### src/common/psu_status_pkg.sv
// Package with command codes, bit positions and mask defaults of the status bank.
package psu_status_pkg;
  localparam logic [7:0] CMD_WORD = 8'h0079;
  localparam logic [7:0] CMD_VOUT = 8'h007A;
  localparam logic [7:0] CMD_IOUT = 8'h007B;
  localparam logic [7:0] CMD_INPUT = 8'h007C;
  localparam logic [7:0] CMD_FANS = 8'h0081;
  localparam logic [7:0] CMD_MASK = 8'h001B;
  localparam logic [1:0] INST_NOPAGE = 2'h0;
  localparam logic [1:0] INST_BOARD = 2'h1;
  localparam logic [1:0] INST_ENGINE = 2'h2;
  localparam logic [1:0] INST_ALL = 2'h3;
  localparam int VOUT_OV = 7;
  localparam int VOUT_UV = 4;
  localparam int IOUT_OCF = 7;
  localparam int IOUT_OCW = 5;
  localparam int IOUT_OPF = 1;
  localparam int IOUT_OPW = 0;
  localparam int IN_UVW = 5;
  localparam int IN_UVF = 4;
  localparam int IN_OFFLOW = 3;
  localparam int FAN_FLT = 7;
  localparam int FAN_WRN = 5;
  localparam int WL_OFF = 6;
  localparam int WL_OC = 4;
  localparam int WL_INUV = 3;
  localparam int WL_TEMP = 2;
  localparam int WL_COMM = 1;
  localparam int WH_VOUT = 15;
  localparam int WH_IOUT = 14;
  localparam int WH_INPUT = 13;
  localparam int WH_FANS = 10;
  localparam logic [7:0] VOUT_USED = 8'h0090;
  localparam logic [7:0] IOUT_USED = 8'h00B3;
  localparam logic [7:0] INPUT_USED = 8'h0038;
  localparam logic [7:0] FANS_USED = 8'h00A0;
  localparam logic [7:0] MASK_VOUT_DEF = 8'h0090;
  localparam logic [7:0] MASK_IOUT_DEF_A = 8'h00B3;
  localparam logic [7:0] MASK_IOUT_DEF_E = 8'h0093;
  localparam logic [7:0] MASK_INPUT_DEF_A = 8'h0038;
  localparam logic [7:0] MASK_INPUT_DEF_E = 8'h0028;
  localparam logic [7:0] MASK_FANS_DEF = 8'h00A0;

  // Condition inputs presented in one bundle.
  typedef struct packed {
    logic overvoltage_fault;
    logic output_low_fault;
    logic overcurrent_fault;
    logic overcurrent_warning;
    logic overpower_fault;
    logic overpower_warning;
    logic input_low_warning;
    logic input_low_fault;
    logic input_off_low;
    logic fan_fault;
    logic fan_warning;
    logic temp_any;
    logic comm_fault_flag;
  } events_t;

  // One status instance.
  typedef struct packed {
    logic [7:0] vout;
    logic [7:0] iout;
    logic [7:0] supply_in;
    logic [7:0] fans;
  } status_t;
endpackage : psu_status_pkg

### src/logic/power_status_alert_bank.sv
// Sticky status bank with three instances, summary word and alert masking.
`timescale 1ns/100ps

module power_status_alert_bank (
  // Clock and reset.
  input wire logic CORE_CLK,
  input wire logic SYS_RST,
  // Condition inputs from outside the clock domain.
  input wire psu_status_pkg::events_t EVENTS,
  // Command port from the bus transport; INST selects unpaged, page 00h, page 01h or all three.
  input wire logic CMD_WR,
  input wire logic CMD_CLEAR_ALL,
  input wire logic [7:0] CMD_CODE,
  input wire logic [1:0] CMD_INST,
  input wire logic [7:0] CMD_WDATA,
  input wire logic CMD_RD,
  // Read data.
  output logic [15:0] RD_DATA,
  output logic RD_VALID,
  output logic RD_ERR,
  // Alert output, active low.
  output logic ALERT_N
);

  psu_status_pkg::events_t ev_meta;
  psu_status_pkg::events_t ev_sync;
  psu_status_pkg::status_t st [3];
  psu_status_pkg::status_t msk [3];
  logic [2:0] inst_hit;
  logic alert_any;
  logic mask_wr;
  logic mask_armed;
  logic [7:0] mask_target;

  // Returns the summary word for one instance.
  function automatic logic [15:0] summary(input psu_status_pkg::status_t s);
    logic [15:0] w;
    w = 16'h0000;
    w[psu_status_pkg::WL_OFF] = s.vout[psu_status_pkg::VOUT_OV]
        | s.vout[psu_status_pkg::VOUT_UV] | s.iout[psu_status_pkg::IOUT_OCF]
        | s.iout[psu_status_pkg::IOUT_OPF] | s.supply_in[psu_status_pkg::IN_OFFLOW]
        | s.fans[psu_status_pkg::FAN_FLT];
    w[psu_status_pkg::WL_OC] = s.iout[psu_status_pkg::IOUT_OCF];
    w[psu_status_pkg::WL_INUV] = s.supply_in[psu_status_pkg::IN_UVF];
    w[psu_status_pkg::WL_TEMP] = ev_sync.temp_any;
    w[psu_status_pkg::WL_COMM] = ev_sync.comm_fault_flag;
    w[psu_status_pkg::WH_VOUT] = |s.vout;
    w[psu_status_pkg::WH_IOUT] = |s.iout;
    w[psu_status_pkg::WH_INPUT] = |s.supply_in;
    w[psu_status_pkg::WH_FANS] = |s.fans;
    return w;
  endfunction : summary

  // Maps the synchronised conditions onto status byte positions.
  function automatic psu_status_pkg::status_t raw_bits(input psu_status_pkg::events_t e);
    psu_status_pkg::status_t r;
    r = '0;
    r.vout[psu_status_pkg::VOUT_OV] = e.overvoltage_fault;
    r.vout[psu_status_pkg::VOUT_UV] = e.output_low_fault;
    r.iout[psu_status_pkg::IOUT_OCF] = e.overcurrent_fault;
    r.iout[psu_status_pkg::IOUT_OCW] = e.overcurrent_warning;
    r.iout[psu_status_pkg::IOUT_OPF] = e.overpower_fault;
    r.iout[psu_status_pkg::IOUT_OPW] = e.overpower_warning;
    r.supply_in[psu_status_pkg::IN_UVW] = e.input_low_warning;
    r.supply_in[psu_status_pkg::IN_UVF] = e.input_low_fault;
    r.supply_in[psu_status_pkg::IN_OFFLOW] = e.input_off_low;
    r.fans[psu_status_pkg::FAN_FLT] = e.fan_fault;
    r.fans[psu_status_pkg::FAN_WRN] = e.fan_warning;
    return r;
  endfunction : raw_bits

  // Loads one mask byte of an instance; the target names the status command.
  function automatic psu_status_pkg::status_t mask_load(input psu_status_pkg::status_t m,
      input logic [7:0] tgt, input logic [7:0] d);
    psu_status_pkg::status_t r;
    r = m;
    case (tgt)
      psu_status_pkg::CMD_VOUT: r.vout = d;
      psu_status_pkg::CMD_IOUT: r.iout = d;
      psu_status_pkg::CMD_INPUT: r.supply_in = d;
      psu_status_pkg::CMD_FANS: r.fans = d;
      default: r = m;
    endcase
    return r;
  endfunction : mask_load

  // True for the command codes that the read path answers.
  function automatic logic known_code(input logic [7:0] c);
    return (c == psu_status_pkg::CMD_WORD) || (c == psu_status_pkg::CMD_VOUT)
        || (c == psu_status_pkg::CMD_IOUT) || (c == psu_status_pkg::CMD_INPUT)
        || (c == psu_status_pkg::CMD_FANS);
  endfunction : known_code

  always_ff @(posedge CORE_CLK or posedge SYS_RST) begin
    if (SYS_RST) begin
      ev_meta <= '0;
      ev_sync <= '0;
    end else begin
      ev_meta <= EVENTS;
      ev_sync <= ev_meta;
    end
  end

  // Instance selection: paged writes reach one page, plain writes the unpaged one, INST_ALL writes reach all three.
  always_comb begin
    inst_hit = 3'b000;
    case (CMD_INST)
      psu_status_pkg::INST_NOPAGE: inst_hit = 3'b001;
      psu_status_pkg::INST_BOARD: inst_hit = 3'b010;
      psu_status_pkg::INST_ENGINE: inst_hit = 3'b100;
      psu_status_pkg::INST_ALL: inst_hit = 3'b111;
      default: inst_hit = 3'b000;
    endcase
  end

  // Mask command is two writes: the first names the status command, the second
  // carries the mask byte for it. A lone first write leaves the masks untouched.
  assign mask_wr = CMD_WR && (CMD_CODE == psu_status_pkg::CMD_MASK);

  always_ff @(posedge CORE_CLK or posedge SYS_RST) begin
    if (SYS_RST) begin
      mask_armed <= 1'b0;
      mask_target <= 8'h00;
    end else if (mask_wr) begin
      mask_armed <= ~mask_armed;
      if (!mask_armed) begin
        mask_target <= CMD_WDATA;
      end
    end
  end

  a_mask_arm: assert property (@(posedge CORE_CLK) disable iff (SYS_RST)
      mask_wr |=> (mask_armed != $past(mask_armed)))
    else $error("mask command phase did not advance");
  a_mask_target: assert property (@(posedge CORE_CLK) disable iff (SYS_RST)
      (mask_wr && !mask_armed) |=> (mask_target == $past(CMD_WDATA)))
    else $error("mask target not taken");
  a_mask_load: assert property (@(posedge CORE_CLK) disable iff (SYS_RST)
      (mask_wr && mask_armed && inst_hit[1] && mask_target == psu_status_pkg::CMD_IOUT)
      |=> (msk[1].iout == $past(CMD_WDATA)))
    else $error("page 00h current mask not loaded");

  localparam psu_status_pkg::status_t USED = {psu_status_pkg::VOUT_USED,
      psu_status_pkg::IOUT_USED, psu_status_pkg::INPUT_USED, psu_status_pkg::FANS_USED};

  genvar gi;
  generate
    for (gi = 0; gi < 3; gi++) begin : g_inst
      psu_status_pkg::status_t clr;
      psu_status_pkg::status_t set;
      psu_status_pkg::status_t next_st;
      always_comb begin
        clr = '0;
        if (CMD_WR && inst_hit[gi]) begin
          case (CMD_CODE)
            psu_status_pkg::CMD_VOUT: clr.vout = (gi == 0) ? CMD_WDATA : 8'h00;
            psu_status_pkg::CMD_IOUT: clr.iout = CMD_WDATA;
            psu_status_pkg::CMD_INPUT: clr.supply_in = CMD_WDATA;
            psu_status_pkg::CMD_FANS: clr.fans = (gi == 0) ? CMD_WDATA : 8'h00;
            default: clr = '0;
          endcase
        end
        set = raw_bits(ev_sync);
        if (gi != 0) begin
          set.vout = 8'h00;
          set.fans = 8'h00;
        end
        next_st = ((st[gi] & ~clr) | set) & USED;
      end
      always_ff @(posedge CORE_CLK or posedge SYS_RST) begin
        if (SYS_RST) begin
          st[gi] <= '0;
        end else if (CMD_CLEAR_ALL) begin
          st[gi] <= '0;
        end else begin
          st[gi] <= next_st;
        end
      end
      // Only page 01h differs: its current warning and input fault are unmasked.
      localparam psu_status_pkg::status_t MDEF = (gi == 2) ?
          {psu_status_pkg::MASK_VOUT_DEF, psu_status_pkg::MASK_IOUT_DEF_E,
           psu_status_pkg::MASK_INPUT_DEF_E, psu_status_pkg::MASK_FANS_DEF} :
          {psu_status_pkg::MASK_VOUT_DEF, psu_status_pkg::MASK_IOUT_DEF_A,
           psu_status_pkg::MASK_INPUT_DEF_A, psu_status_pkg::MASK_FANS_DEF};
      // Second phase of the mask command loads the named byte of each hit instance.
      always_ff @(posedge CORE_CLK or posedge SYS_RST) begin
        if (SYS_RST) begin
          msk[gi] <= MDEF;
        end else if (mask_wr && mask_armed && inst_hit[gi]) begin
          msk[gi] <= mask_load(msk[gi], mask_target, CMD_WDATA);
        end
      end
      a_sticky_hold: assert property (@(posedge CORE_CLK) disable iff (SYS_RST)
          (!CMD_CLEAR_ALL && !CMD_WR) |=> ((st[gi] & $past(st[gi])) == $past(st[gi])))
        else $error("status bit dropped without a clear");
      a_event_sets: assert property (@(posedge CORE_CLK) disable iff (SYS_RST)
          (ev_sync.overcurrent_fault && !CMD_CLEAR_ALL) |=> st[gi].iout[psu_status_pkg::IOUT_OCF])
        else $error("overcurrent fault not latched");
      a_clear_all: assert property (@(posedge CORE_CLK) disable iff (SYS_RST)
          CMD_CLEAR_ALL |=> (st[gi] == '0))
        else $error("clear all left a bit set");
    end
  endgenerate

  a_pages_narrow: assert property (@(posedge CORE_CLK) disable iff (SYS_RST)
      (st[1].fans | st[2].fans | st[1].vout | st[2].vout) == 8'h00)
    else $error("paged instance holds an unpaged byte");
  a_engine_own: assert property (@(posedge CORE_CLK) disable iff (SYS_RST)
      (CMD_WR && !CMD_CLEAR_ALL && !inst_hit[2]) |=>
      ((st[2] & $past(st[2])) == $past(st[2])))
    else $error("page 01h bit cleared by another manager");
  a_warn_sets: assert property (@(posedge CORE_CLK) disable iff (SYS_RST)
      (ev_sync.input_low_warning && !CMD_CLEAR_ALL) |=>
      st[2].supply_in[psu_status_pkg::IN_UVW])
    else $error("input low warning not latched");

  // Alert: any set bit whose mask bit is zero in its instance.
  always_comb begin
    alert_any = 1'b0;
    for (int i = 0; i < 3; i++) begin
      alert_any = alert_any | (|(st[i] & ~msk[i]));
    end
  end

  always_ff @(posedge CORE_CLK or posedge SYS_RST) begin
    if (SYS_RST) begin
      ALERT_N <= 1'b1;
    end else begin
      ALERT_N <= ~alert_any;
    end
  end

  a_alert_follows: assert property (@(posedge CORE_CLK) disable iff (SYS_RST)
      alert_any |=> !ALERT_N)
    else $error("alert not asserted for unmasked bit");
  a_alert_idle: assert property (@(posedge CORE_CLK) disable iff (SYS_RST)
      !alert_any |=> ALERT_N)
    else $error("alert held with no unmasked bit");
  a_alert_release: assert property (@(posedge CORE_CLK) disable iff (SYS_RST)
      CMD_CLEAR_ALL |=> ##1 ALERT_N)
    else $error("alert held after clear all");

  // Read path: one-cycle registered answer.
  always_ff @(posedge CORE_CLK or posedge SYS_RST) begin
    if (SYS_RST) begin
      RD_DATA <= 16'h0000;
      RD_VALID <= 1'b0;
      RD_ERR <= 1'b0;
    end else begin
      RD_VALID <= CMD_RD;
      RD_ERR <= 1'b0;
      RD_DATA <= 16'h0000;
      if (CMD_RD) begin
        case (CMD_CODE)
          psu_status_pkg::CMD_WORD:
            RD_DATA <= (CMD_INST == psu_status_pkg::INST_ENGINE) ? summary(st[2]) :
                (CMD_INST == psu_status_pkg::INST_BOARD) ? summary(st[1]) :
                summary(st[0]);
          psu_status_pkg::CMD_VOUT: RD_DATA <= {8'h00, st[0].vout};
          psu_status_pkg::CMD_IOUT:
            RD_DATA <= {8'h00, (CMD_INST == psu_status_pkg::INST_ENGINE) ? st[2].iout :
                (CMD_INST == psu_status_pkg::INST_BOARD) ? st[1].iout : st[0].iout};
          psu_status_pkg::CMD_INPUT:
            RD_DATA <= {8'h00, (CMD_INST == psu_status_pkg::INST_ENGINE) ? st[2].supply_in :
                (CMD_INST == psu_status_pkg::INST_BOARD) ? st[1].supply_in :
                st[0].supply_in};
          psu_status_pkg::CMD_FANS: RD_DATA <= {8'h00, st[0].fans};
          default: RD_ERR <= 1'b1;
        endcase
      end
    end
  end

  a_read_answer: assert property (@(posedge CORE_CLK) disable iff (SYS_RST)
      CMD_RD |=> RD_VALID)
    else $error("read not answered next cycle");
  a_read_quiet: assert property (@(posedge CORE_CLK) disable iff (SYS_RST)
      !CMD_RD |=> !RD_VALID)
    else $error("read answer without a request");
  a_read_err: assert property (@(posedge CORE_CLK) disable iff (SYS_RST)
      (CMD_RD && !known_code(CMD_CODE)) |=> RD_ERR)
    else $error("unknown read code not refused");
  a_fans_read: assert property (@(posedge CORE_CLK) disable iff (SYS_RST)
      (CMD_RD && CMD_CODE == psu_status_pkg::CMD_FANS) |=>
      (RD_DATA == {8'h00, $past(st[0].fans)}))
    else $error("fan byte read wrong");
  a_summary_nowr: assert property (@(posedge CORE_CLK) disable iff (SYS_RST)
      (CMD_WR && CMD_CODE == psu_status_pkg::CMD_WORD && !CMD_CLEAR_ALL) |=>
      (st[0] == ((($past(st[0])) | raw_bits($past(ev_sync))) & USED)))
    else $error("summary write changed status");
endmodule : power_status_alert_bank

### config.mk
export PLATFORM = sky130hd
export DESIGN_NAME = power_status_alert_bank
export DESIGN_NICKNAME = d
export VERILOG_FILES = /design/src/common/psu_status_pkg.sv /design/src/logic/power_status_alert_bank.sv
export SDC_FILE = /design/constraint.sdc
export NUM_CORES = 1
export LEC_CHECK = 0
export ABC_AREA = 1
export BUFFER_PORTS_ARGS = -buffer_cell sky130_fd_sc_hd__buf_2
export CORE_UTILIZATION = 40
export CTS_CLUSTER_SIZE = 8
export DETAILED_ROUTE_END_ITERATION = 7
export GPL_TIMING_DRIVEN = 1
export PLACE_DENSITY_LB_ADDON = 0.25
export SETUP_SLACK_MARGIN = 0.02
export SYNTH_ARGS = -nofsm -noshare
export SYNTH_HDL_FRONTEND = slang
export SYNTH_SLANG_ARGS = --single-unit
### constraint.sdc
create_clock -name CORE_CLK -period 8.7 [get_ports CORE_CLK]
set_input_delay 0.435 -clock CORE_CLK [delete_from_list [all_inputs] [get_ports CORE_CLK]]
set_output_delay 0.435 -clock CORE_CLK [all_outputs]
set_load 0.1 [all_outputs]
## After elaboration in Yosys (flattened, before gate mapping)

Index checks and enable logic that the tools add are counted.

- Eq/ne operators: 13
- Muxes and demuxes: 21
- Bitwise logic cells: 34
- Reduce and logical (&&, ||, !) cells: 38

Operators with widths:

| kind | count |
|---|---|
| $and A32 B32 Y32 | 6 |
| $not A32 Y32 | 5 |
| $mux W32 | 4 |
| $reduce_or A32 Y1 | 3 |
| $reduce_or A8 Y1 | 12 |
| $pmux W16 S5 | 1 |
| $mux W8 | 8 |
| $or A32 B24 Y32 | 2 |
| $eq A8 B7 Y1 const B | 7 |
| $mux W16 | 3 |
| $mux W24 | 2 |
| $not A24 Y32 | 1 |
| $or A32 B32 Y32 | 1 |
| $reduce_and A2 Y1 | 13 |
| $or A1 B1 Y1 | 17 |
| $eq A8 B8 Y1 const B | 2 |
| $pmux W3 S4 | 1 |
| $eq A8 B5 Y1 const B | 1 |
| $logic_and A1 B1 Y1 | 8 |
| $reduce_or A5 Y1 | 1 |
| $eq A2 B2 Y1 const B | 2 |
| $eq A2 B1 Y1 const B | 1 |
| $logic_not A2 Y1 | 1 |
| $mux W1 | 2 |
| $not A1 Y1 | 2 |

- Register bits after elaboration: 246
- Bits of input ports: 36
- Word-level logic and storage cells: 162

## Depth between registers and ports, before layout

Gate-level depths: netlist of run 1.

- Depth in word-level cells: 9
- Mapped depth: 11
- Gate-level depth less buffers: 10

## Worst setup path before layout of run 1

OpenSTA, ideal clock, no wires.

- Kind: in2reg
- Start point: input port CMD_INST[0]
- End point: register RD_DATA[5]
- Setup time: 0.113 ns
- Data arrival time: 1.504 ns
- Slack: 7.084 ns
- Stages: 10
- Path buffers: 2
- Cells stage by stage: inv_1 > ha_1 > buf_2 > inv_1 > clkbuf_1 > o21ai_0 > nand2_1 > nand3_1 > nand2_1 > inv_1

- Longest elaborated chain between the ends: 5
- Elaborated cells on any way between the ends: 9

Ends and longest elaborated chain:

| item | line | source |
|---|---|---|
| start: declaration | power_status_alert_bank.sv:14 | `input wire logic [1:0] CMD_INST,` |
| $eq A2 B1 Y1 | power_status_alert_bank.sv:262, power_status_alert_bank.sv:265 |  |
| $mux W8, on equally long branches | power_status_alert_bank.sv:265, power_status_alert_bank.sv:262 |  |
| $mux W8, on equally long branches | power_status_alert_bank.sv:264, power_status_alert_bank.sv:261 |  |
| $pmux W16 S5 (*) | power_status_alert_bank.sv:254 | `case (CMD_CODE)` |
| $mux W16 (*) | power_status_alert_bank.sv:253 | `if (CMD_RD) begin` |
| end signal: assignment | power_status_alert_bank.sv:256 | `RD_DATA <= (CMD_INST == psu_status_pkg::INST_ENGINE) ? summary(st[2]) :` |
| end signal: assignment | power_status_alert_bank.sv:264 | `RD_DATA <= {8'h00, (CMD_INST == psu_status_pkg::INST_ENGINE) ? st[2].supply_in :` |
| end signal: assignment | power_status_alert_bank.sv:267 | `psu_status_pkg::CMD_FANS: RD_DATA <= {8'h00, st[0].fans};` |
| end: declaration | power_status_alert_bank.sv:18 | `output logic [15:0] RD_DATA,` |

Every way passes the cells marked *; elsewhere a longest branch is shown, timed or not.
A chain may end at the register's enable or synchronous reset.

## Final worst setup path of run 1

- Start point: register mask_target[7]
- End point: register msk[21] in the netlist's numbering

- Longest elaborated chain between the ends: 2

Ends and longest elaborated chain:

| item | line | source |
|---|---|---|
| start: declaration | power_status_alert_bank.sv:33 | `logic [7:0] mask_target;` |
| start signal: assignment | power_status_alert_bank.sv:123 | `mask_target <= 8'h00;` |
| start signal: assignment | power_status_alert_bank.sv:127 | `mask_target <= CMD_WDATA;` |
| $eq A8 B7 Y1 | power_status_alert_bank.sv:77 | `case (tgt)` |
| $reduce_and A2 Y1 (no source line) | - |  |
| end signal: indexed assignment | power_status_alert_bank.sv:190 | `msk[gi] <= mask_load(msk[gi], mask_target, CMD_WDATA);` |
| end: declaration | power_status_alert_bank.sv:28 | `psu_status_pkg::status_t msk [3];` |

Every way passes these cells.

==> out/summary.log, run 1 <==
INFO  job            drv_cap=0
INFO  critical_path  regToRegEndpoint=msk[21]$_DFFE_PP0P_
INFO  synthesis      mapped_cell_area=4900squm
INFO  die            design.die.area=12700squm
INFO  detailed_routing route.final.wire_length=12200um
INFO  layout         stdcell_count=771
INFO  timing         fin_skew=10.4ps
INFO  detailed_routing vias=3921
INFO  min_path       worstHoldPathType=in -> async
INFO  synthesis      synth_cells=577
INFO  clocking       tritoncts=built
INFO  power          leakagePower=2.70nW
INFO  power          vdd_drop_max=0.0000938V
INFO  critical_path  critical_path_required=8940ps
INFO  timing         finalHoldViolCount=0
INFO  clocking       clkTransAtPathRegs=70ps
INFO  timing         final_max_slew_viol_count=0
INFO  timing         max_slew.worst_pin.slew=829ps
INFO  critical_path  critical_path.startpoint=mask_target[7]$_DFFE_PP0P_
INFO  clocking       numClockSinks=106
INFO  die            rows=40
INFO  die            num_io_pins=55
INFO  timing         post-route-min-period=1920ps
INFO  grt            global_route_wire_length_before_repair=20200um
INFO  place          total_placed_cells_including_tap_cells=755
INFO  place          place_congestion=0.908
INFO  clocking       cts_max_path_buffers=2
INFO  critical_path  crit_end=msk[21]$_DFFE_PP0P_
INFO  critical_path  timing.critical_path.slowest_stage_cell=sky130_fd_sc_hd__nor3b_4
INFO  synthesis      post_synth.cell_area_avg=8.50squm
INFO  synthesis      synth_cell_types=36
INFO  die            die_y=113um
INFO  timing         max_transition_margin=44.7%
INFO  timing         rsz0062_at_grt=false
INFO  critical_path  critPathKind=reg -> reg
INFO  grt            grt_start_max_net_pins=68
INFO  synthesis      synth.yosys.warnings=0
INFO  die            die_width=113um
INFO  clocking       cts_bufs_inserted=9
INFO  layout         n_antenna_cell=0
INFO  timing         post-route-period-util=22.0%
INFO  grt            via_count_of_the_first_global_routing_pass=3838
INFO  clocking       cts_resized=0
INFO  die            floorplan.core_area=12000squm
INFO  place          buffer_ports.inserted=50
INFO  grt            grt_antenna_before_repair=0
INFO  critical_path  cp_data_arrival_time=2160ps
INFO  clocking       clockRootBuffer=sky130_fd_sc_hd__clkbuf_16
INFO  critical_path  worst_setup_path_end_kind=register
INFO  layout         layout-drive-gt1-share=19.2%
INFO  critical_path  worst-r2r-setup-slack=6780ps
INFO  timing         report.final.setup_viol=0
INFO  critical_path  worst_r2r_startpoint=mask_target[7]$_DFFE_PP0P_
INFO  detailed_routing dr.pass1.iters=5
INFO  critical_path  worstPathMaxFanout=18
INFO  detailed_routing drcViolationCount=0
INFO  layout         mostFrequentLayoutCell=sky130_fd_sc_hd__nand2_1
INFO  outcome        status=finished, final reports clean
INFO  grt            global_route.overflow_total=0
INFO  timing         fmax=0.522GHz
INFO  clocking       cts_hold_buffers=0
INFO  detailed_routing wl_per_cell=15.9um
INFO  die            initial_utilization=41.0%
INFO  detailed_routing first_iter_violations=207
INFO  detailed_routing antenna_violating_nets_post_route=0
INFO  critical_path  timing.reg2reg.worst_path_depth=6
INFO  timing         fin_tns_setup=0ps
INFO  synthesis      yosys_register_bits=106
INFO  layout         finalNetCount=659
INFO  place          hpwlAfterDp=8970um
INFO  grt            grt.total_usage=21.1%
INFO  clocking       number_of_levels_the_h_tree_was_split_into=3
INFO  critical_path  cp_common_cell=sky130_fd_sc_hd__nand2_1
INFO  layout         flow.area_growth_from_synthesis=12.2%
INFO  critical_path  cp_cell_sequence=inv_1 -> nand4_1 -> nor3b_4 -> nand2_1 -> nand2_1 -> nand2_1
INFO  clocking       post-cts-setup-buffers=0
INFO  critical_path  setup.worst_path.start_class=register
INFO  layout         most-common-layout-cells=sky130_fd_sc_hd__nand2_1, sky130_fd_sc_hd__dfrtp_1, sky130_fd_sc_hd__inv_1, sky130_fd_sc_hd__nand3_1, sky130_fd_sc_hd__buf_2
INFO  detailed_routing avgViaCountPerCell=5.09
INFO  power          power_per_cell_area=184nW/um^2
INFO  clocking       clk-insertion-delay-late=360ps
INFO  critical_path  cpPeakStageDelay=670ps
INFO  synthesis      ys_seq_area_share=54.8%
==> synthesized netlist by cell type <==
library cell / count / area [sq um]
sky130_fd_sc_hd__nor2_1: 41 / 154
sky130_fd_sc_hd__nand2_1: 159 / 597
sky130_fd_sc_hd__buf_6: 1 / 11.3
sky130_fd_sc_hd__nor4_1: 2 / 12.5
sky130_fd_sc_hd__nand4_1: 8 / 50.1
sky130_fd_sc_hd__nor2_2: 3 / 18.8
sky130_fd_sc_hd__nand3b_1: 1 / 7.51
sky130_fd_sc_hd__nand3_1: 68 / 340
sky130_fd_sc_hd__buf_4: 8 / 60.1
sky130_fd_sc_hd__a21oi_1: 31 / 155
sky130_fd_sc_hd__o22ai_1: 7 / 43.8
sky130_fd_sc_hd__dfrtp_1: 79 / 1980
sky130_fd_sc_hd__o211ai_1: 4 / 30.0
sky130_fd_sc_hd__nor3_1: 10 / 50.1
sky130_fd_sc_hd__a31oi_1: 2 / 12.5
sky130_fd_sc_hd__o21bai_1: 1 / 7.51
sky130_fd_sc_hd__nor3_2: 1 / 10.0
sky130_fd_sc_hd__o21ai_0: 9 / 45.0
sky130_fd_sc_hd__dfstp_2: 27 / 709
sky130_fd_sc_hd__nor2_4: 5 / 56.3
sky130_fd_sc_hd__clkbuf_1: 8 / 30.0
sky130_fd_sc_hd__ha_1: 4 / 50.1
sky130_fd_sc_hd__a211oi_1: 1 / 7.51
sky130_fd_sc_hd__o21ai_2: 8 / 70.1
sky130_fd_sc_hd__nand3_4: 1 / 17.5
sky130_fd_sc_hd__buf_1: 2 / 7.51
sky130_fd_sc_hd__nand2_2: 3 / 18.8
sky130_fd_sc_hd__nor3b_4: 1 / 18.8
sky130_fd_sc_hd__buf_2: 3 / 15.0
sky130_fd_sc_hd__conb_1: 1 / 3.75
sky130_fd_sc_hd__or2_1: 1 / 6.26
sky130_fd_sc_hd__buf_8: 1 / 15.0
sky130_fd_sc_hd__nor4_2: 1 / 12.5
sky130_fd_sc_hd__inv_2: 1 / 3.75
sky130_fd_sc_hd__inv_1: 73 / 274
sky130_fd_sc_hd__or2_2: 1 / 6.26
==> worst min path at each step <==
| stage | start | to | slack [ps] | cells past startpoint |
|---|---|---|---|---|
| floorplan | ev_meta[0]$_DFF_PP0_ | ev_sync[0]$_DFF_PP0_ | 330 | 0 |
| global placement | ev_meta[4]$_DFF_PP0_ | ev_sync[4]$_DFF_PP0_ | 330 | 0 |
| detailed placement | ev_meta[7]$_DFF_PP0_ | ev_sync[7]$_DFF_PP0_ | 330 | 0 |
| CTS | SYS_RST | ev_sync[10]$_DFF_PP0_ | 130 | 2 |
| global route | SYS_RST | ev_sync[10]$_DFF_PP0_ | 160 | 2 |
| finish | SYS_RST | ev_meta[8]$_DFF_PP0_ | 110 | 2 |
==> layer usage <==
layer  up-vias  routed length, um  track usage (%)
met3        17                573             3.32
met1      1865               5600             29.2
met5         -                  0                0
li1       1921                  -                -
met4         0                252             8.89
met2       118               5820             33.0
==> critical path: cells and delay by family, from the launching register on <==
family / cells / cell delay (ps)
flops: 1 / 400
buf+inv: 1 / 90
simple gates: 5 / 1310
==> per-stage QoR <==
| step | util, % | total power, mW | hold WS [ps] | worst slack, ps | area [sq um] |
|---|---|---|---|---|---|
| after CTS | 46.0 | 1.02 | 126 | 6780 | 5510 |
| after detailed placement | 43.7 | 0.628 | 335 | 6560 | 5220 |
| final | 46.0 | 1.01 | 110 | 6780 | 5510 |
| after floorplan | - | 0.594 | 331 | 5520 | 4920 |
| after global placement | 43.7 | 0.626 | 333 | 6620 | 5220 |
| after global routing | 46.0 | 1.06 | 159 | 6530 | 5510 |
==> cell type report <==
type	count	area, sq um
flip-flops and latches	106	2690
well taps	147	184
multi-input cells	377	1810
fillers	1189	6460
clock inverters	7	58.8
inverters	74	280
clock buffers	9	225
repair buffers	51	258
==> state kept, by name, summed over array words and instances (netlist names) <==
register and count:
mask_target 8, RD_ERR 1, mask_armed 1, msk 28, st 28, RD_VALID 1, RD_DATA 12, ALERT_N 1
ev_meta 13, ev_sync 13
==> where the power goes <==
| group | internal, mW | switching, mW | leakage, nW |
|---|---|---|---|
| sequential | 0.510 | 0.0149 | 1.28 |
| clock | 0.199 | 0.194 | 0.138 |
| combinational | 0.0250 | 0.0694 | 1.28 |
| total | 0.733 | 0.278 | 2.70 |
==> logic make-up after synthesis <==
group | Yosys count | synth area share (%)
DFF | 106 | 54.8
and+or+nand+nor | 306 | 28.1
other | 1 | 0.0765
AOI/OAI and AO/OA | 63 | 7.58
adders and majority gates | 4 | 1.02
buffers and inverters | 97 | 8.49
(Power assumes the default switching activity.)
==> run 2, diff against run 1 <==
- clock period: 8.7 -> 1.6 ns (I/O delays scaled with it)
==> out/summary.log, run 2 (synthesized netlist as in run 1, its figures left out) <==
INFO  outcome        status=finished, final reports clean
INFO  timing         post-route-min-period=1470ps [-449 ps]
INFO  detailed_routing first_iter_violations=317 [+53%]
INFO  die            floorplan.core_area=12000squm [unchanged]
INFO  power          p_switching=1.44mW [+420%]
INFO  critical_path  cp_data_arrival_time=1760ps [-400 ps]
INFO  die            rows=40 [unchanged]
INFO  clocking       numClockSinks=106 [unchanged]
INFO  job            drv_cap=0 [unchanged]
INFO  die            num_io_pins=55 [unchanged]
INFO  timing         report.final.setup_viol=0 [unchanged]
INFO  timing         fin_tns_setup=0ps [unchanged]
INFO  detailed_routing avgViaCountPerCell=5.01 [-1.6%]
INFO  critical_path  critical_path_required=1900ps [-7040 ps]
INFO  clocking       clockRootBuffer=sky130_fd_sc_hd__clkbuf_16
INFO  critical_path  critPathKind=reg -> reg
INFO  timing         rsz0062_at_grt=false
INFO  clocking       clkTransAtPathRegs=70ps [about the same]
INFO  detailed_routing vias=4030 [+2.8%]
INFO  place          hpwlAfterDp=8900um [-0.82%]
INFO  place          buffer_ports.inserted=50 [unchanged]
INFO  detailed_routing drcViolationCount=0 [unchanged]
INFO  layout         mostFrequentLayoutCell=sky130_fd_sc_hd__nand2_1
INFO  power          power_frac_seq=50.1% [-1.8 points]
INFO  timing         max_slew.worst_pin.slew=782ps [-47.8 ps]
INFO  clocking       cts_max_path_buffers=2 [unchanged]
INFO  detailed_routing wl_per_cell=15.3um [-3.4%]
INFO  place          place_congestion=0.962 [+5.9%]
INFO  grt            global_route.overflow_total=0 [unchanged]
INFO  die            design.die.area=12700squm [unchanged]
INFO  timing         max_transition_margin=47.7% [+3.0 points]
INFO  power          p_sw_share=25.3% [-2.2 points]
INFO  layout         fillers=1153 [-3.0%]
INFO  timing         post-route-period-util=91.6% [+70 points]
INFO  layout         layout-drive-gt1-share=21.0% [+1.7 points]
INFO  layout         finalNetCount=693 [+5.2%]
INFO  power          power.total=5.69mW [+460%]
INFO  power          power_frac_comb=10.2% [+0.9 points]
INFO  timing         fin_skew=7.27ps [-3.13 ps]
INFO  clocking       number_of_levels_the_h_tree_was_split_into=3 [unchanged]
INFO  timing         finalHoldViolCount=0 [unchanged]
INFO  layout         n_antenna_cell=0 [unchanged]
INFO  critical_path  worstPathMaxFanout=8 [-10]
INFO  power          share_clk_of_total_power=39.8% [+1.0 points]
INFO  detailed_routing antenna_violating_nets_post_route=0 [unchanged]
INFO  die            die_width=113um [unchanged]
INFO  layout         layout_top_registers=msk (28), st (28)
INFO  critical_path  worst_setup_path_end_kind=register
INFO  clocking       tritoncts=built
INFO  clocking       cts_bufs_inserted=9 [unchanged]
INFO  die            die_y=113um [unchanged]
INFO  grt            via_count_of_the_first_global_routing_pass=3948 [+2.9%]
INFO  die            initial_utilization=41.0% [unchanged]
INFO  timing         fmax=0.682GHz [+31%]
INFO  power          leakagePower=2.86nW [+6.2%]
INFO  clocking       clk-insertion-delay-late=350ps [about the same]
INFO  detailed_routing dr.pass1.iters=5 [unchanged]
INFO  power          power.internal=4.25mW [+480%]
INFO  detailed_routing route.final.wire_length=12400um [+0.89%]
INFO  critical_path  setup.worst_path.start_class=register
INFO  power          vdd_drop_max=0.000691V [+640%]
INFO  layout         most-common-layout-cells=sky130_fd_sc_hd__nand2_1, sky130_fd_sc_hd__dfrtp_1, sky130_fd_sc_hd__inv_1, sky130_fd_sc_hd__nand3_1, sky130_fd_sc_hd__buf_2
INFO  grt            grt_antenna_before_repair=0 [unchanged]
INFO  grt            grt_start_max_net_pins=107 [+57%]
INFO  layout         flow.area_growth_from_synthesis=19.2%
INFO  timing         final_max_slew_viol_count=0 [unchanged]
INFO  min_path       worstHoldPathType=in -> reg
INFO  grt            global_route_wire_length_before_repair=20400um [+0.85%]
INFO  grt            grt.total_usage=21.3% [+0.25 points]
INFO  power          power_per_cell_area=973nW/um^2 [+430%]
## run 2: layout make-up
type / count / area (sq um) / area share [%]
flip-flops and latches: 106 / 2690 / 45.9
multi-input cells: 377 / 1820 / 31.1
repair buffers: 85 / 572 / 9.78
inverters: 74 / 282 / 4.81
clock buffers: 12 / 256 / 4.39
well taps: 147 / 184 / 3.15
clock inverters: 4 / 50.0 / 0.856
## run 2: metrics by stage
stage	worst slack (ps)	util, %	instance area (sq um)	hold WS (ps)	std cells
floorplan	231	-	4920	111	580
global placement	99.9	44.7	5350	187	770
detailed placement	38.2	44.7	5350	189	770
CTS	89.8	48.7	5820	32.1	803
global route	14.8	48.9	5850	39.5	805
finish	134	48.9	5850	34.5	805
## run 2: power groups by stage
stage	sequential, mW	clock [mW]	combinational [mW]
6_report	2.85	2.26	0.577
2_1_floorplan	2.89	0	0.341
3_5_place_dp	2.89	0	0.547
4_1_cts	2.85	2.33	0.580
5_1_grt	2.86	2.43	0.642
3_3_place_gp	2.89	0	0.539
## run 2: final timing paths
path                                            start                   end  slack, ps  depth (start not counted)
max in group asynchronous                     SYS_RST   msk[75]$_DFFE_PP1P_        730                          4
setup reg to reg           mask_target[7]$_DFFE_PP0P_   msk[53]$_DFFE_PP1P_        130                          7
min in group asynchronous                     SYS_RST  ev_meta[2]$_DFF_PP0_        440                          4
hold reg to reg                  ev_meta[1]$_DFF_PP0_  ev_sync[1]$_DFF_PP0_        350                          0
hold / removal                           CMD_WDATA[3]   msk[43]$_DFFE_PP1P_         30                          3
setup / recovery           mask_target[7]$_DFFE_PP0P_   msk[53]$_DFFE_PP1P_        130                          7
## run 2: timing repair
action | 4_1_cts | 5_1_grt
hold buffers | 17 | 0
setup endpoints to repair | 0 | 14
hold endpoints to repair | 96 | 0
gates resized for setup | 0 | 3
buffers inserted | 0 | 2
## run 2: per-layer routing
metal	track usage, %	up-vias	wire (um)
met3	5.57	16	669
met2	32.9	121	5750
met5	0	-	0
met1	28.8	1910	5660
met4	8.44	0	268
li1	-	1983	-
## run 2: critical path: stages (launching register included)
cell and delay (ps):
sky130_fd_sc_hd__dfrtp_1 390, sky130_fd_sc_hd__inv_1 90, sky130_fd_sc_hd__nand4_1 190, sky130_fd_sc_hd__nor3b_4 230, sky130_fd_sc_hd__buf_4 180, sky130_fd_sc_hd__buf_4 160
sky130_fd_sc_hd__nand3_1 80, sky130_fd_sc_hd__nand2_1 80
==> run 3, diff against run 2 <==
- GPL_TIMING_DRIVEN: 1 -> 0
==> out/summary.log, run 3 (synthesized netlist as in run 1, its figures left out) <==
INFO  outcome        status=finished, final reports clean
INFO  critical_path  cp_common_cell=sky130_fd_sc_hd__nand2_1
INFO  critical_path  cp_data_arrival_time=1720ps [-40 ps]
INFO  critical_path  cpPeakStageDelay=400ps [about the same]
INFO  clocking       clkTransAtPathRegs=70ps [about the same]
INFO  die            initial_utilization=41.0% [unchanged]
INFO  critical_path  worstPathMaxFanout=8 [unchanged]
INFO  clocking       cts_max_path_buffers=2 [unchanged]
INFO  critical_path  cp_cell_sequence=inv_1 -> nand4_1 -> nor3b_4 -> buf_6 -> nand2_1 -> nand2_1 -> nand2_1
INFO  place          place_congestion=0.892 [-7.2%]
INFO  power          vdd_drop_max=0.000426V [-38%]
INFO  timing         fin_hold_ws=38.9ps [+4.33 ps]
INFO  place          total_placed_cells_including_tap_cells=776 [+0.78%]
INFO  timing         fin_tns_setup=0ps [unchanged]
INFO  die            num_io_pins=55 [unchanged]
INFO  critical_path  worst_path_dominant_cell_family=simple AND/OR/NAND/NOR gates
INFO  layout         fillers=1129 [-2.1%]
INFO  timing         max_transition_margin=46.9% [-0.84 points]
INFO  layout         finalNetCount=702 [+1.3%]
INFO  timing         max_slew.worst_pin.slew=794ps [+12.6 ps]
INFO  layout         layout_top_registers=msk (28), st (28)
INFO  timing         rsz0062_at_grt=true
INFO  place          buffer_ports.inserted=47 [-6.0%]
INFO  grt            global_route_wire_length_before_repair=20700um [+1.6%]
INFO  power          power_per_cell_area=962nW/um^2 [-1.1%]
INFO  die            die_y=113um [unchanged]
INFO  detailed_routing first_iter_violations=274 [-14%]
INFO  detailed_routing route.final.wire_length=12800um [+3.5%]
INFO  clocking       clk-insertion-delay-late=360ps [about the same]
INFO  layout         fin_area=5900squm [+0.94%]
INFO  grt            global_route.overflow_total=0 [unchanged]
INFO  die            rows=40 [unchanged]
INFO  grt            via_count_of_the_first_global_routing_pass=3902 [-1.2%]
INFO  timing         post-route-min-period=1470ps [+5.16 ps]
INFO  timing         post-route-period-util=92.0% [+0.32 points]
INFO  place          hpwlAfterDp=9570um [+7.6%]
INFO  layout         stdcell_count=814 [+1.1%]
INFO  critical_path  setup.worst_path.start_class=register
INFO  critical_path  critical_path_required=1850ps [-50 ps]
INFO  place          dpl_cell_area=5380squm [+0.58%]
INFO  detailed_routing antenna_violating_nets_post_route=0 [unchanged]
INFO  detailed_routing wl_per_cell=15.7um [+2.3%]
INFO  detailed_routing dr.pass1.iters=5 [unchanged]
INFO  timing         fmax=0.680GHz [-0.35%]
INFO  die            die_width=113um [unchanged]
INFO  layout         flow.area_growth_from_synthesis=20.4%
INFO  layout         n_antenna_cell=0 [unchanged]
INFO  die            floorplan.core_area=12000squm [unchanged]
INFO  min_path       worstHoldPathType=in -> reg
INFO  timing         fin_skew=10.8ps [+3.52 ps]
INFO  grt            grt_start_max_net_pins=45 [-58%]
INFO  layout         layout-drive-gt1-share=20.5% [-0.43 points]
INFO  clocking       clockRootBuffer=sky130_fd_sc_hd__clkbuf_16
INFO  detailed_routing vias=4072 [+1.0%]
INFO  critical_path  worst-r2r-setup-slack=130ps [about the same]
INFO  timing         finalHoldViolCount=0 [unchanged]
INFO  die            design.die.area=12700squm [unchanged]
INFO  clocking       numClockSinks=106 [unchanged]
INFO  clocking       tritoncts=built
INFO  critical_path  critPathKind=reg -> reg
INFO  grt            grt_antenna_before_repair=0 [unchanged]
INFO  grt            grt.total_usage=21.8% [+0.49 points]
INFO  detailed_routing avgViaCountPerCell=5.00 [about the same]
INFO  critical_path  worst_setup_path_end_kind=register
INFO  job            drv_cap=0 [unchanged]
INFO  layout         mostFrequentLayoutCell=sky130_fd_sc_hd__nand2_1
INFO  timing         final_max_slew_viol_count=0 [unchanged]
INFO  critical_path  timing.critical_path.slowest_stage_cell=sky130_fd_sc_hd__dfrtp_1
INFO  detailed_routing drcViolationCount=0 [unchanged]
INFO  critical_path  critPathBufInv=2 [-1]
INFO  power          leakagePower=2.88nW [+0.52%]
INFO  layout         most-common-layout-cells=sky130_fd_sc_hd__nand2_1, sky130_fd_sc_hd__dfrtp_1, sky130_fd_sc_hd__inv_1, sky130_fd_sc_hd__nand3_1, sky130_fd_sc_hd__buf_2
INFO  timing         report.final.setup_viol=0 [unchanged]
INFO  clocking       cts_bufs_inserted=9 [unchanged]
INFO  clocking       number_of_levels_the_h_tree_was_split_into=3 [unchanged]
-- run 3: final timing paths --
kind | start | depth (start not counted) | endpoint
setup / recovery | mask_target[7]$_DFFE_PP0P_ | 7 | msk[21]$_DFFE_PP0P_
hold / removal | CMD_WDATA[0] | 3 | msk[16]$_DFFE_PP1P_
setup reg to reg | mask_target[7]$_DFFE_PP0P_ | 7 | msk[21]$_DFFE_PP0P_
hold reg to reg | ev_meta[8]$_DFF_PP0_ | 0 | ev_sync[8]$_DFF_PP0_
max in group asynchronous | SYS_RST | 4 | msk[69]$_DFFE_PP1P_
min in group asynchronous | SYS_RST | 3 | ev_meta[6]$_DFF_PP0_
-- run 3: per-stage QoR --
step | setup WS [ps] | total power [mW] | util (%)
finish | 129 | 5.68 | 49.4
global route | -2.33 | 5.90 | 49.4
detailed placement | -178 | 3.44 | 45.0
CTS | 25.6 | 5.72 | 49.1
floorplan | 231 | 3.23 | -
global placement | -394 | 3.42 | 44.6
-- run 3: worst reg2reg max path: stages (launching register included) --
cell and delay, ps:
sky130_fd_sc_hd__dfrtp_1 400, sky130_fd_sc_hd__inv_1 90, sky130_fd_sc_hd__nand4_1 200, sky130_fd_sc_hd__nor3b_4 240
sky130_fd_sc_hd__buf_6 170, sky130_fd_sc_hd__nand2_1 130, sky130_fd_sc_hd__nand2_1 90, sky130_fd_sc_hd__nand2_1 50
-- run 3: layout make-up --
cell class / instances / area [sq um] / area share [%]
clock inverter: 7 / 75.1 / 1.27
timing repair buffer: 71 / 487 / 8.25
tap: 147 / 184 / 3.12
sequential: 106 / 2690 / 45.5
clock buffer: 9 / 225 / 3.82
multi-input combinational: 377 / 1820 / 30.8
buffer: 23 / 149 / 2.52
inverter: 74 / 282 / 4.77
-- run 3: timing repair --
action	4_1_cts	5_1_grt
pin swaps	1	2
hold endpoints to repair	34	0
gates resized for setup	1	4
hold buffers	17	0
buffers inserted	3	2
setup endpoints to repair	18	22
-- run 3: power breakdown --
| part | switching (mW) | internal (mW) |
|---|---|---|
| Combinational | 0.395 | 0.180 |
| Clock | 1.04 | 1.22 |
| Sequential | 0.0754 | 2.77 |
-- run 3: per-layer routing --
layer	track usage [%]	routed length, um
met1	29.7	5850
met2	35.2	6140
met3	3.64	565
met4	8.09	225
met5	0	0
